<file path="src/verilog/srb_pkg.sv">
// shared types and constants for the shift, rotate and bit-set unit
package srb_pkg;

   // datapath widths
   localparam int SRB_DATA_W = 16;
   localparam int SRB_BYTE_W = 8;
   localparam int SRB_REG_AW = 8;

   // register port offsets
   localparam logic [7:0] SRB_ADDR_FLAGS = 8'h00;
   localparam logic [7:0] SRB_ADDR_STATUS = 8'h04;

   // flag bit positions inside the flag register
   localparam int SRB_F_CARRY = 0;
   localparam int SRB_F_V = 1;
   localparam int SRB_F_P = 2;
   localparam int SRB_F_S = 3;
   localparam int SRB_F_Z = 4;
   localparam int SRB_F_AC = 5;
   localparam int SRB_F_DIR = 6;
   localparam int SRB_FLAG_W = 7;

   // status register fields
   localparam int SRB_ST_BUSY = 0;
   localparam int SRB_ST_STEPS_LSB = 8;

   // reset values and fixed patterns
   localparam logic [6:0] SRB_FLAGS_RST = 7'h00;
   localparam logic [15:0] SRB_ONE = 16'h0001;
   localparam logic [7:0] SRB_CNT_ONE = 8'h01;
   localparam logic [7:0] SRB_CNT_ZERO = 8'h00;
   localparam logic [7:0] SRB_BYTE_ZERO = 8'h00;
   localparam logic [3:0] SRB_IDX_BYTE_MASK = 4'h7;
   localparam logic [3:0] SRB_IDX_WORD_MASK = 4'hf;

   // operations of this instruction group
   typedef enum logic [2:0] {
      SRB_OP_NIBBLE_ROTATE_RIGHT,
      SRB_OP_ROTATE_RIGHT_THROUGH_CARRY,
      SRB_OP_BIT_SET,
      SRB_OP_LOGICAL_SHIFT_LEFT,
      SRB_OP_SET_CARRY,
      SRB_OP_SET_DIR
   } srb_op_t;

   // where a count or bit index comes from
   typedef enum logic [1:0] {
      SRB_CNT_FIXED_ONE,
      SRB_CNT_COUNT_REG,
      SRB_CNT_IMMEDIATE
   } srb_cnt_src_t;

   // request from decoder and operand fetch
   typedef struct packed {
      srb_op_t op;
      logic word;
      srb_cnt_src_t cnt_src;
      logic [7:0] imm;
      logic [15:0] operand;
      logic [7:0] accumulator_low_byte;
      logic [7:0] count_register_low;
   } srb_req_t;

   // result toward register file
   typedef struct packed {
      logic [15:0] value;
      logic [7:0] accumulator_low_byte;
      logic dst_we;
      logic acc_we;
   } srb_res_t;

endpackage

</file>
<file path="src/verilog/srb_step.sv">
// one-bit step of rotate right through carry or logical shift left
`timescale 1ns/1ps
`default_nettype none
module srb_step #(
   parameter int WIDTH = 16
) (
   // operand in
   input wire logic [WIDTH-1:0] value_in,
   input wire logic carry_in,
   input wire logic word,
   input wire logic shift_left,
   // operand out
   output logic [WIDTH-1:0] value_out,
   output logic carry_out,
   output logic msb_changed
);
   localparam int HB = WIDTH / 2 - 1;

   if (WIDTH < 4 || WIDTH % 2 != 0) begin : g_bad_width
      $error("srb_step needs an even width of at least 4");
   end
   logic old_msb;
   logic new_msb;

   // select the bit that acts as most significant for byte or word
   always_comb begin
      value_out = '0;
      carry_out = 1'b0;
      old_msb = word ? value_in[WIDTH-1] : value_in[HB];
      if (shift_left) begin
         carry_out = old_msb;
         value_out = {value_in[WIDTH-2:0], 1'b0};
         if (!word) begin
            value_out[WIDTH-1:HB+1] = '0;
         end
      end else begin
         carry_out = value_in[0];
         value_out = {1'b0, value_in[WIDTH-1:1]};
         if (word) begin
            value_out[WIDTH-1] = carry_in;
         end else begin
            value_out[WIDTH-1:HB+1] = '0;
            value_out[HB] = carry_in;
         end
      end
      new_msb = word ? value_out[WIDTH-1] : value_out[HB];
      msb_changed = old_msb ^ new_msb;
   end
endmodule
`default_nettype wire

</file>
<file path="src/verilog/srb_szp.sv">
// sign, zero and parity of a byte or word result
`timescale 1ns/1ps
`default_nettype none
module srb_szp #(
   parameter int WIDTH = 16
) (
   // result in
   input wire logic [WIDTH-1:0] value,
   input wire logic word,
   // flags out
   output logic zero,
   output logic sign,
   output logic parity
);
   localparam int HB = WIDTH / 2 - 1;

   if (WIDTH < 4 || WIDTH % 2 != 0) begin : g_bad_width
      $error("srb_szp needs an even width of at least 4");
   end

   // parity is even parity of the low byte
   always_comb begin
      sign = word ? value[WIDTH-1] : value[HB];
      zero = word ? (value == '0) : (value[HB:0] == '0);
      parity = ~^value[HB:0];
   end
endmodule
`default_nettype wire

</file>
<file path="src/verilog/srb_unit.sv">
// shift, rotate and bit-set execution unit with flag register
//
// Summary of operation
// [RL1] nibble rotate right moves digits right through accumulator low nibble
// [RL2] single rotate right through carry: bit 0 to carry, old carry to msb
// [RL3] single rotate through carry sets sign-change flag if msb changed
// [RL4] multi rotate repeats the one-bit step by count; sign-change undefined
// [RL5] two-operand bit set forces selected bit to one, flags untouched
// [RL6] count register bit index uses low 3 bits for bytes, 4 for words
// [RL7] immediate bit index from last byte, low 3 or 4 bits only
// [RL8] one-operand bit set of carry sets carry only
// [RL9] one-operand bit set of direction flag makes string ops decrement
// [RL10] single shift left inserts zero at bit 0, old msb to carry
// [RL11] single shift left sets sign-change flag only when sign bit changed
// [RL12] multi shift left inserts zeros, last bit out stays in carry
// [RL13] shift left updates parity, sign, zero; auxiliary carry undefined
// [RL14] size bit selects byte or word, hence bit 7 or bit 15 as msb
//
// Strobed register access and the address map were chosen for this implementation.
`timescale 1ns/1ps
`default_nettype none
module srb_unit #(
   parameter int DATA_W = 16
) (
   // clock and reset
   input wire logic clk,
   input wire logic reset,
   // request from decoder
   input wire logic req_valid,
   input wire srb_pkg::srb_req_t req,
   // result toward register file
   output logic res_valid,
   output srb_pkg::srb_res_t res,
   output logic busy,
   // flags toward flag register and string unit
   output logic [6:0] flags,
   output logic index_decrement,
   // register port
   input wire logic [7:0] reg_addr,
   input wire logic [15:0] reg_wdata,
   input wire logic reg_wr,
   input wire logic reg_rd,
   output logic [15:0] reg_rdata
);
   import srb_pkg::*;

   if (DATA_W != SRB_DATA_W) begin : g_bad_width
      $error("srb_unit serves only a 16-bit datapath");
   end

   typedef enum logic {SRB_ST_IDLE, SRB_ST_RUN} srb_state_t;

   srb_state_t state_r;
   logic [15:0] work_r;
   logic work_carry_r;
   logic [7:0] steps_r;
   srb_op_t op_r;
   logic word_r;
   logic [6:0] flags_r;
   logic res_valid_r;
   srb_res_t res_r;
   logic busy_r;
   logic [15:0] rdata_r;

   logic idle_take;
   logic [7:0] cnt_val;
   logic is_shift_req;
   logic cur_left;
   logic cur_word;
   logic [15:0] step_in;
   logic step_carry_in;
   logic [15:0] step_out;
   logic step_carry;
   logic step_chg;
   logic fin_shift;
   logic start_run;
   logic single_step;
   logic szp_z;
   logic szp_s;
   logic szp_p;
   logic [3:0] bit_idx;
   logic [15:0] setbit_val;
   logic [15:0] opnd_sized;
   logic [6:0] flags_nxt;

   // a request is only taken while idle
   assign idle_take = (state_r == SRB_ST_IDLE) && req_valid;

   // count source and the operation now in flight
   always_comb begin
      case (req.cnt_src)
         SRB_CNT_COUNT_REG: cnt_val = req.count_register_low;
         SRB_CNT_IMMEDIATE: cnt_val = req.imm;
         default: cnt_val = SRB_CNT_ONE;
      endcase
      is_shift_req = (req.op == SRB_OP_ROTATE_RIGHT_THROUGH_CARRY) ||
                     (req.op == SRB_OP_LOGICAL_SHIFT_LEFT);
      if (state_r == SRB_ST_RUN) begin
         cur_left = (op_r == SRB_OP_LOGICAL_SHIFT_LEFT);
         cur_word = word_r;
         step_in = work_r;
         step_carry_in = work_carry_r;
      end else begin
         cur_left = (req.op == SRB_OP_LOGICAL_SHIFT_LEFT);
         cur_word = req.word;
         step_in = opnd_sized;
         step_carry_in = flags_r[SRB_F_CARRY];
      end
   end

   // byte operands use only the low byte
   assign opnd_sized = req.word ? req.operand :
                       {SRB_BYTE_ZERO, req.operand[7:0]}; // RL14

   // one rotate or shift step per cycle
   srb_step #(.WIDTH(SRB_DATA_W)) u_step (
      .value_in(step_in),
      .carry_in(step_carry_in),
      .word(cur_word),
      .shift_left(cur_left),
      .value_out(step_out),
      .carry_out(step_carry),
      .msb_changed(step_chg)
   );

   // flags of the final shift result
   srb_szp #(.WIDTH(SRB_DATA_W)) u_szp (
      .value(step_out),
      .word(cur_word),
      .zero(szp_z),
      .sign(szp_s),
      .parity(szp_p)
   );

   // step sequencing decisions
   assign single_step = idle_take && is_shift_req && (cnt_val == SRB_CNT_ONE);
   assign start_run = idle_take && is_shift_req && (cnt_val > SRB_CNT_ONE);
   assign fin_shift = single_step ||
                      ((state_r == SRB_ST_RUN) && (steps_r == SRB_CNT_ONE));

   // bit index masking for the two-operand bit set
   always_comb begin
      bit_idx = (req.cnt_src == SRB_CNT_COUNT_REG) ?
                req.count_register_low[3:0] : req.imm[3:0]; // RL7
      bit_idx = bit_idx & (req.word ? SRB_IDX_WORD_MASK :
                           SRB_IDX_BYTE_MASK); // RL6
      setbit_val = opnd_sized | (SRB_ONE << bit_idx); // RL5
   end

   // state, work value and remaining step count
   always_ff @(posedge clk or posedge reset) begin
      if (reset) begin
         state_r <= SRB_ST_IDLE;
         work_r <= '0;
         work_carry_r <= 1'b0;
         steps_r <= SRB_CNT_ZERO;
         op_r <= SRB_OP_BIT_SET;
         word_r <= 1'b0;
      end else if (start_run) begin
         state_r <= SRB_ST_RUN;
         work_r <= step_out; // RL4
         work_carry_r <= step_carry;
         steps_r <= cnt_val - SRB_CNT_ONE;
         op_r <= req.op;
         word_r <= req.word;
      end else if (state_r == SRB_ST_RUN) begin
         work_r <= step_out; // RL12
         work_carry_r <= step_carry;
         steps_r <= steps_r - SRB_CNT_ONE;
         if (fin_shift) begin
            state_r <= SRB_ST_IDLE;
         end
      end
   end

   // flag register: hardware updates win over a software write
   always_comb begin
      flags_nxt = flags_r;
      if (reg_wr && (reg_addr == SRB_ADDR_FLAGS)) begin
         flags_nxt = reg_wdata[SRB_FLAG_W-1:0];
      end
      if (fin_shift) begin
         flags_nxt[SRB_F_CARRY] = step_carry; // RL2 RL10 RL12
         if (single_step) begin
            flags_nxt[SRB_F_V] = step_chg; // RL3 RL11
         end
         if (cur_left) begin
            flags_nxt[SRB_F_P] = szp_p; // RL13
            flags_nxt[SRB_F_S] = szp_s;
            flags_nxt[SRB_F_Z] = szp_z;
         end
      end
      if (idle_take && (req.op == SRB_OP_SET_CARRY)) begin
         flags_nxt[SRB_F_CARRY] = 1'b1; // RL8
      end
      if (idle_take && (req.op == SRB_OP_SET_DIR)) begin
         flags_nxt[SRB_F_DIR] = 1'b1; // RL9
      end
   end

   // flag storage
   always_ff @(posedge clk or posedge reset) begin
      if (reset) begin
         flags_r <= SRB_FLAGS_RST;
      end else begin
         flags_r <= flags_nxt;
      end
   end

   // result and its write enables
   always_ff @(posedge clk or posedge reset) begin
      if (reset) begin
         res_valid_r <= 1'b0;
         res_r <= '0;
      end else begin
         res_valid_r <= 1'b0;
         res_r.dst_we <= 1'b0;
         res_r.acc_we <= 1'b0;
         if (fin_shift) begin
            res_valid_r <= 1'b1;
            res_r.value <= step_out;
            res_r.dst_we <= 1'b1;
         end else if (idle_take) begin
            res_valid_r <= 1'b1;
            case (req.op)
               SRB_OP_NIBBLE_ROTATE_RIGHT: begin
                  res_r.value <= {SRB_BYTE_ZERO,
                     req.accumulator_low_byte[3:0], req.operand[7:4]}; // RL1
                  res_r.accumulator_low_byte <=
                     {req.accumulator_low_byte[7:4], req.operand[3:0]};
                  res_r.dst_we <= 1'b1;
                  res_r.acc_we <= 1'b1;
               end
               SRB_OP_BIT_SET: begin
                  res_r.value <= setbit_val; // RL5
                  res_r.dst_we <= 1'b1;
               end
               SRB_OP_ROTATE_RIGHT_THROUGH_CARRY,
               SRB_OP_LOGICAL_SHIFT_LEFT: begin
                  // zero count passes the operand through unchanged
                  res_valid_r <= !start_run;
                  res_r.value <= opnd_sized;
                  res_r.dst_we <= !start_run;
               end
               default: begin
                  res_r.value <= res_r.value;
               end
            endcase
         end
      end
   end

   // busy while further steps remain
   always_ff @(posedge clk or posedge reset) begin
      if (reset) begin
         busy_r <= 1'b0;
      end else begin
         busy_r <= start_run || ((state_r == SRB_ST_RUN) && !fin_shift);
      end
   end

   // register read data, valid the cycle after the strobe
   always_ff @(posedge clk or posedge reset) begin
      if (reset) begin
         rdata_r <= '0;
      end else if (reg_rd) begin
         if (reg_addr == SRB_ADDR_FLAGS) begin
            rdata_r <= {9'h000, flags_r};
         end else if (reg_addr == SRB_ADDR_STATUS) begin
            rdata_r <= '0;
            rdata_r[SRB_ST_BUSY] <= busy_r;
            rdata_r[SRB_ST_STEPS_LSB +: 8] <= steps_r;
         end else begin
            rdata_r <= '0;
         end
      end else begin
         rdata_r <= '0;
      end
   end

   assign res_valid = res_valid_r;
   assign res = res_r;
   assign busy = busy_r;
   assign flags = flags_r;
   assign index_decrement = flags_r[SRB_F_DIR];
   assign reg_rdata = rdata_r;
   // helper signals watched by the checks below
   logic chk_msb_in;
   logic chk_wr_flags;
   assign chk_msb_in = req.word ? req.operand[15] : req.operand[7];
   assign chk_wr_flags = reg_wr && (reg_addr == SRB_ADDR_FLAGS);

   a_nibble_result: assert property (@(posedge clk) disable iff (reset) // RL1
      idle_take && req.op == SRB_OP_NIBBLE_ROTATE_RIGHT |=>
      res_valid_r && res_r.acc_we &&
      res_r.accumulator_low_byte[3:0] == $past(req.operand[3:0]) &&
      res_r.value[3:0] == $past(req.operand[7:4]) &&
      res_r.value[7:4] == $past(req.accumulator_low_byte[3:0]))
      else $error("nibble rotate result wrong");
   a_rotate_carry: assert property (@(posedge clk) disable iff (reset) // RL2
      single_step && req.op == SRB_OP_ROTATE_RIGHT_THROUGH_CARRY |=>
      flags_r[SRB_F_CARRY] == $past(req.operand[0]) && res_valid_r &&
      ($past(req.word) ? res_r.value[15] : res_r.value[7]) ==
      $past(flags_r[SRB_F_CARRY]))
      else $error("rotate through carry lost bit 0");
   a_rotate_vflag: assert property (@(posedge clk) disable iff (reset) // RL3
      single_step && req.op == SRB_OP_ROTATE_RIGHT_THROUGH_CARRY |=>
      flags_r[SRB_F_V] == ($past(chk_msb_in) ^ $past(flags_r[SRB_F_CARRY])))
      else $error("rotate sign-change flag wrong");
   a_run_countdown: assert property (@(posedge clk) disable iff (reset) // RL4
      state_r == SRB_ST_RUN && steps_r > SRB_CNT_ONE |=>
      state_r == SRB_ST_RUN && steps_r == $past(steps_r) - SRB_CNT_ONE)
      else $error("multi-step count not decreasing");
   a_setbit_flags: assert property (@(posedge clk) disable iff (reset) // RL5
      idle_take && req.op == SRB_OP_BIT_SET && !chk_wr_flags |=>
      $stable(flags_r) && res_valid_r && res_r.dst_we && !res_r.acc_we)
      else $error("bit set touched the flags");
   a_byte_index: assert property (@(posedge clk) disable iff (reset) // RL6
      idle_take && req.op == SRB_OP_BIT_SET && !req.word &&
      req.cnt_src == SRB_CNT_COUNT_REG |=>
      res_r.value[15:8] == SRB_BYTE_ZERO &&
      res_r.value[$past(req.count_register_low[2:0])])
      else $error("byte bit index not masked");
   a_set_carry: assert property (@(posedge clk) disable iff (reset) // RL8
      idle_take && req.op == SRB_OP_SET_CARRY |=>
      flags_r[SRB_F_CARRY] && !res_r.dst_we)
      else $error("carry not set");
   a_set_dir: assert property (@(posedge clk) disable iff (reset) // RL9
      idle_take && req.op == SRB_OP_SET_DIR |=> index_decrement)
      else $error("direction flag not set");
   a_shift_zero_in: assert property (@(posedge clk) disable iff (reset) // RL12
      fin_shift && cur_left |=> res_valid_r && !res_r.value[0])
      else $error("shift left did not insert zero");
   a_shift_vflag: assert property (@(posedge clk) disable iff (reset) // RL11
      single_step && req.op == SRB_OP_LOGICAL_SHIFT_LEFT |=>
      flags_r[SRB_F_CARRY] == $past(chk_msb_in) &&
      flags_r[SRB_F_V] == (flags_r[SRB_F_CARRY] ^ flags_r[SRB_F_S]))
      else $error("shift left carry or sign-change wrong");

endmodule
`default_nettype wire

</file>
<file path="config.mk">
export PLATFORM = sky130hd
export DESIGN_NAME = srb_unit
export DESIGN_NICKNAME = d
export VERILOG_FILES = /design/src/verilog/srb_pkg.sv /design/src/verilog/srb_step.sv /design/src/verilog/srb_szp.sv /design/src/verilog/srb_unit.sv
export SDC_FILE = /design/constraint.sdc
export NUM_CORES = 1
export LEC_CHECK = 0
export ABC_AREA = 1
export ABC_CLOCK_PERIOD_IN_PS = 2800
export BUFFER_PORTS_ARGS = -buffer_cell sky130_fd_sc_hd__buf_4
export CORE_MARGIN = 2
export CORE_UTILIZATION = 48
export DETAILED_ROUTE_END_ITERATION = 10
export HOLD_SLACK_MARGIN = 0.15
export PLACE_DENSITY_LB_ADDON = 0.15
export SLEW_MARGIN = 20
export SYNTH_ARGS = -nofsm -noshare
export SYNTH_HDL_FRONTEND = slang
export SYNTH_SLANG_ARGS = --single-unit
export TNS_END_PERCENT = 1
</file>
<file path="constraint.sdc">
create_clock -name clk -period 2.8 [get_ports clk]
set_clock_uncertainty 0.2 [all_clocks]
set_input_delay 0.7 -clock clk [delete_from_list [all_inputs] [get_ports clk]]
set_output_delay 0.7 -clock clk [all_outputs]
set_load 0.03 [all_outputs]
</file>
==> impl_results.md <==
- Status: completed
- CTS tree: built
- Tmin final: ~2600 ps
- Number of buffers inserted by port buffering: approximately 120
- Arrival @ worst endpoint: 2650 ps
- Cell Count Post-Placement: between 900 and 1,000
- Most common cell after layout, fill and taps aside: nand2_1
- Sequential-to-total area share from yosys stat: 0.407
- Leakage power total: ~3.4 nW
- Routed vias: 4,829
- DRC errors left: 0
- Area of the core region: 9820 sq um
- Aggregate negative setup slack: 0 ps
- Synth Net Count: 792
- Kind of launch point of the worst setup path: flip-flop
- Origin of the worst setup path: busy$_DFF_PP0_
- Filler-free cell count of the finished design: 968
- Number of nets in the final layout: 916
- Slew of the pin with the lowest slew margin: 679 ps
- Worst-path clk slew: 80 ps
- Endpoints failing setup: 0
- Reg-to-Reg Start: busy$_DFF_PP0_
- Final WS setup: 183 ps
- Worst max-slew margin expressed relative to the limit: 0.547
- H-tree levels: 3
- Required time of the critical path: 2830 ps
- Maximum buffer depth of the clock tree: 2
- First-pass DRT Iterations: 5
- Setup Fix Bufs, Post-CTS: 0
- Register-to-Register Path Depth: 12
- Routed length per instance: 13.8 um
- Global-route usage over all layers: 0.256
- Netlist area before placement: 4860 sq um
- Detailed Route Iter0 Violations: 320
- Number of hold-repair buffers added at the cts stage: 0
- P per Cell Area: between 900 and 1000 nW/um^2
- Number of different library cells in the post-synthesis netlist: 33
- Overall power consumption: 5.92 mW
- Clock buffer count from CTS: 9
- Vias in the first global route: 4,757
- Buffer type at the clock tree root: clkbuf_8
- Period Utilization, post-route: 0.935
- Quantity of gates resized following cts: 0
- Initial standard-cell utilization of the core: 0.495
- Maximum Capacitance Violations: 0
- Share of final-layout standard cells stronger than drive strength 1: 0.226
- Vertical die dimension: 105 um
- Critical path type: reg2reg
- Number of register bits inferred by synthesis: just under 80
- Clock latency of the later-clocked register in the worst-skew pair: around 350 ps
- Largest fanout of any net on the critical path: 26
- Horizontal die dimension: 105 um
- Setup repair after global routing missed its margin: no
- Setup WS pre-CTS: -9.72 ps
- Number of ports placed on the die boundary: 127
- Slew Limit Fails: 0
- Post-detailed-route via-to-cell ratio: 4.99
- Wire length reported by the detailed router: 13.3 mm
- Number of fill cells: roughly 960
- Post-Syn Instances: 707
- Count of inserted antenna diode cells: 0
- Syn_area_per_cell: 6.88 sq um
- Aggregate global routing overflow: 0
- Area delta synth->final: 25.4%
- Number of antenna violations at the first check in global routing: 0
- Detailed Place HPWL: 10.3 mm
- Number of rows created at floorplan: 36
- Worst min-delay path category: in2async
- Weighted congestion reported at the end of routability-driven placement: slightly above 0.9
- Die ar.: 11,000 sq um
- Number of warnings printed during yosys synthesis: 0
- Number of hold violations in the final report: 0
- Clock sink count: 79
- First-pass GRT wire length: 22.7 mm
- Highest attainable clock frequency: 382 MHz
- Max VDD drop: 0.398 mV
- Pin count of the biggest net entering global routing: 36
- Routed Antenna Nets: 0
- Endpoint type of the worst setup path: flip-flop
- Leading cell types in the layout, fill and taps excluded: nand2_1, buf_4, dfrtp_1
==> routing by layer <==
metal,wire length [um],up-vias,track usage,part of all wire
met3,779,12,0.0343,0.058
met5,0,-,0,0
li1,-,2436,-,-
met1,6110,2211,0.351,0.46
met4,134,0,0.0638,0.010
met2,6300,170,0.430,0.47
==> registers in the layout, indices dropped and copies added (netlist names) <==
name / count
res_valid: 1
busy: 1
reg_rdata: 15
op_r: 3
work_carry_r: 1
res: 26
work_r: 16
flags: 7
word_r: 1
steps_r: 8
==> stage by stage <==
stage               hold slack, ps  cell area, sq um   util
global placement               255              5930  0.604
finish                         247              6100  0.621
floorplan                      242              4870      -
detailed placement             258              5930  0.604
CTS                            260              6100  0.621
global route                   279              6100  0.621
==> worst max-delay path, stage by stage, from the launching register on <==
cell and delay (ps):
dfrtp_1 570, buf_4 360, nand2_1 150, nor2_1 100, nor2_1 60, nand2_1 60, nand2_1 60, nand2_1 130
inv_1 60, ha_1 280, xor2_1 200, xnor2_1 150, o21ai_0 100
==> synthesized netlist by cell type <==
cell type  count  area (sq um)
nand2_1      283          1060
dfrtp_1       78          1950
inv_1         76           285
nor2_1        49           184
nand3_1       48           240
o21ai_0       29           145
o21ai_1       22           110
nand2_2       13          81.3
nor3_1        13          65.1
buf_2         11          55.1
a21oi_1       10          50.1
ha_1          10           125
inv_2          8          30.0
buf_4          6          45.0
xor2_1         6          52.6
buf_6          5          56.3
nand4_1        5          31.3
nor2_2         5          31.3
o211ai_1       5          37.5
xnor2_1        4          35.0
nand2_4        3          33.8
o21ai_2        3          26.3
o22ai_1        3          18.8
nor2_4         2          22.5
or2_2          2          12.5
a21oi_2        1          8.76
clkbuf_1       1          3.75
conb_1         1          3.75
dfstp_2        1          26.3
nand3_2        1          10.0
nand3b_1       1          7.51
o21bai_1       1          7.51
or2_0          1          6.26
==> power breakdown <==
group	switching, mW	internal [mW]	total (mW)
combinational	2.13	1.21	3.35
sequential	0.251	1.56	1.81
clock	0.416	0.341	0.757
==> cells by family after synthesis <==
| kind of cell | Yosys count | synth area share |
|---|---|---|
| AND/OR/NAND/NOR | 426 | 0.368 |
| buffers and inverters | 107 | 0.0978 |
| flip-flops | 79 | 0.407 |
| AO/OA/AOI/OAI | 74 | 0.0831 |
| XOR/XNOR | 10 | 0.0180 |
| adder cells (fa/ha/maj) | 10 | 0.0257 |
| other | 1 | 0.000771 |
==> final cells by class <==
type	instances	area [sq um]	area share
Multi-Input combinational cell	521	2410	0.395
Timing Repair Buffer	136	1060	0.174
Sequential cell	79	1980	0.325
Clock inverter	3	20.0	0.00328
Clock buffer	12	145	0.0238
Tap cell	133	166	0.0273
Inverter	84	319	0.0523
==> worst paths after layout <==
| check | endpoint | slack, ps |
|---|---|---|
| worst min-delay path | res[0]$_DFF_PP0_ | 250 |
| max in group asynchronous | work_r[7]$_DFFE_PP0P_ | 1470 |
| worst max-delay path | flags[2]$_DFF_PP0_ | 180 |
| min in group clk | res[6]$_DFFE_PP0P_ | 280 |
| worst max register to register | flags[2]$_DFF_PP0_ | 180 |
| worst min register to register | res[6]$_DFFE_PP0P_ | 280 |
Note: power is estimated with default switching activity, not from simulation.
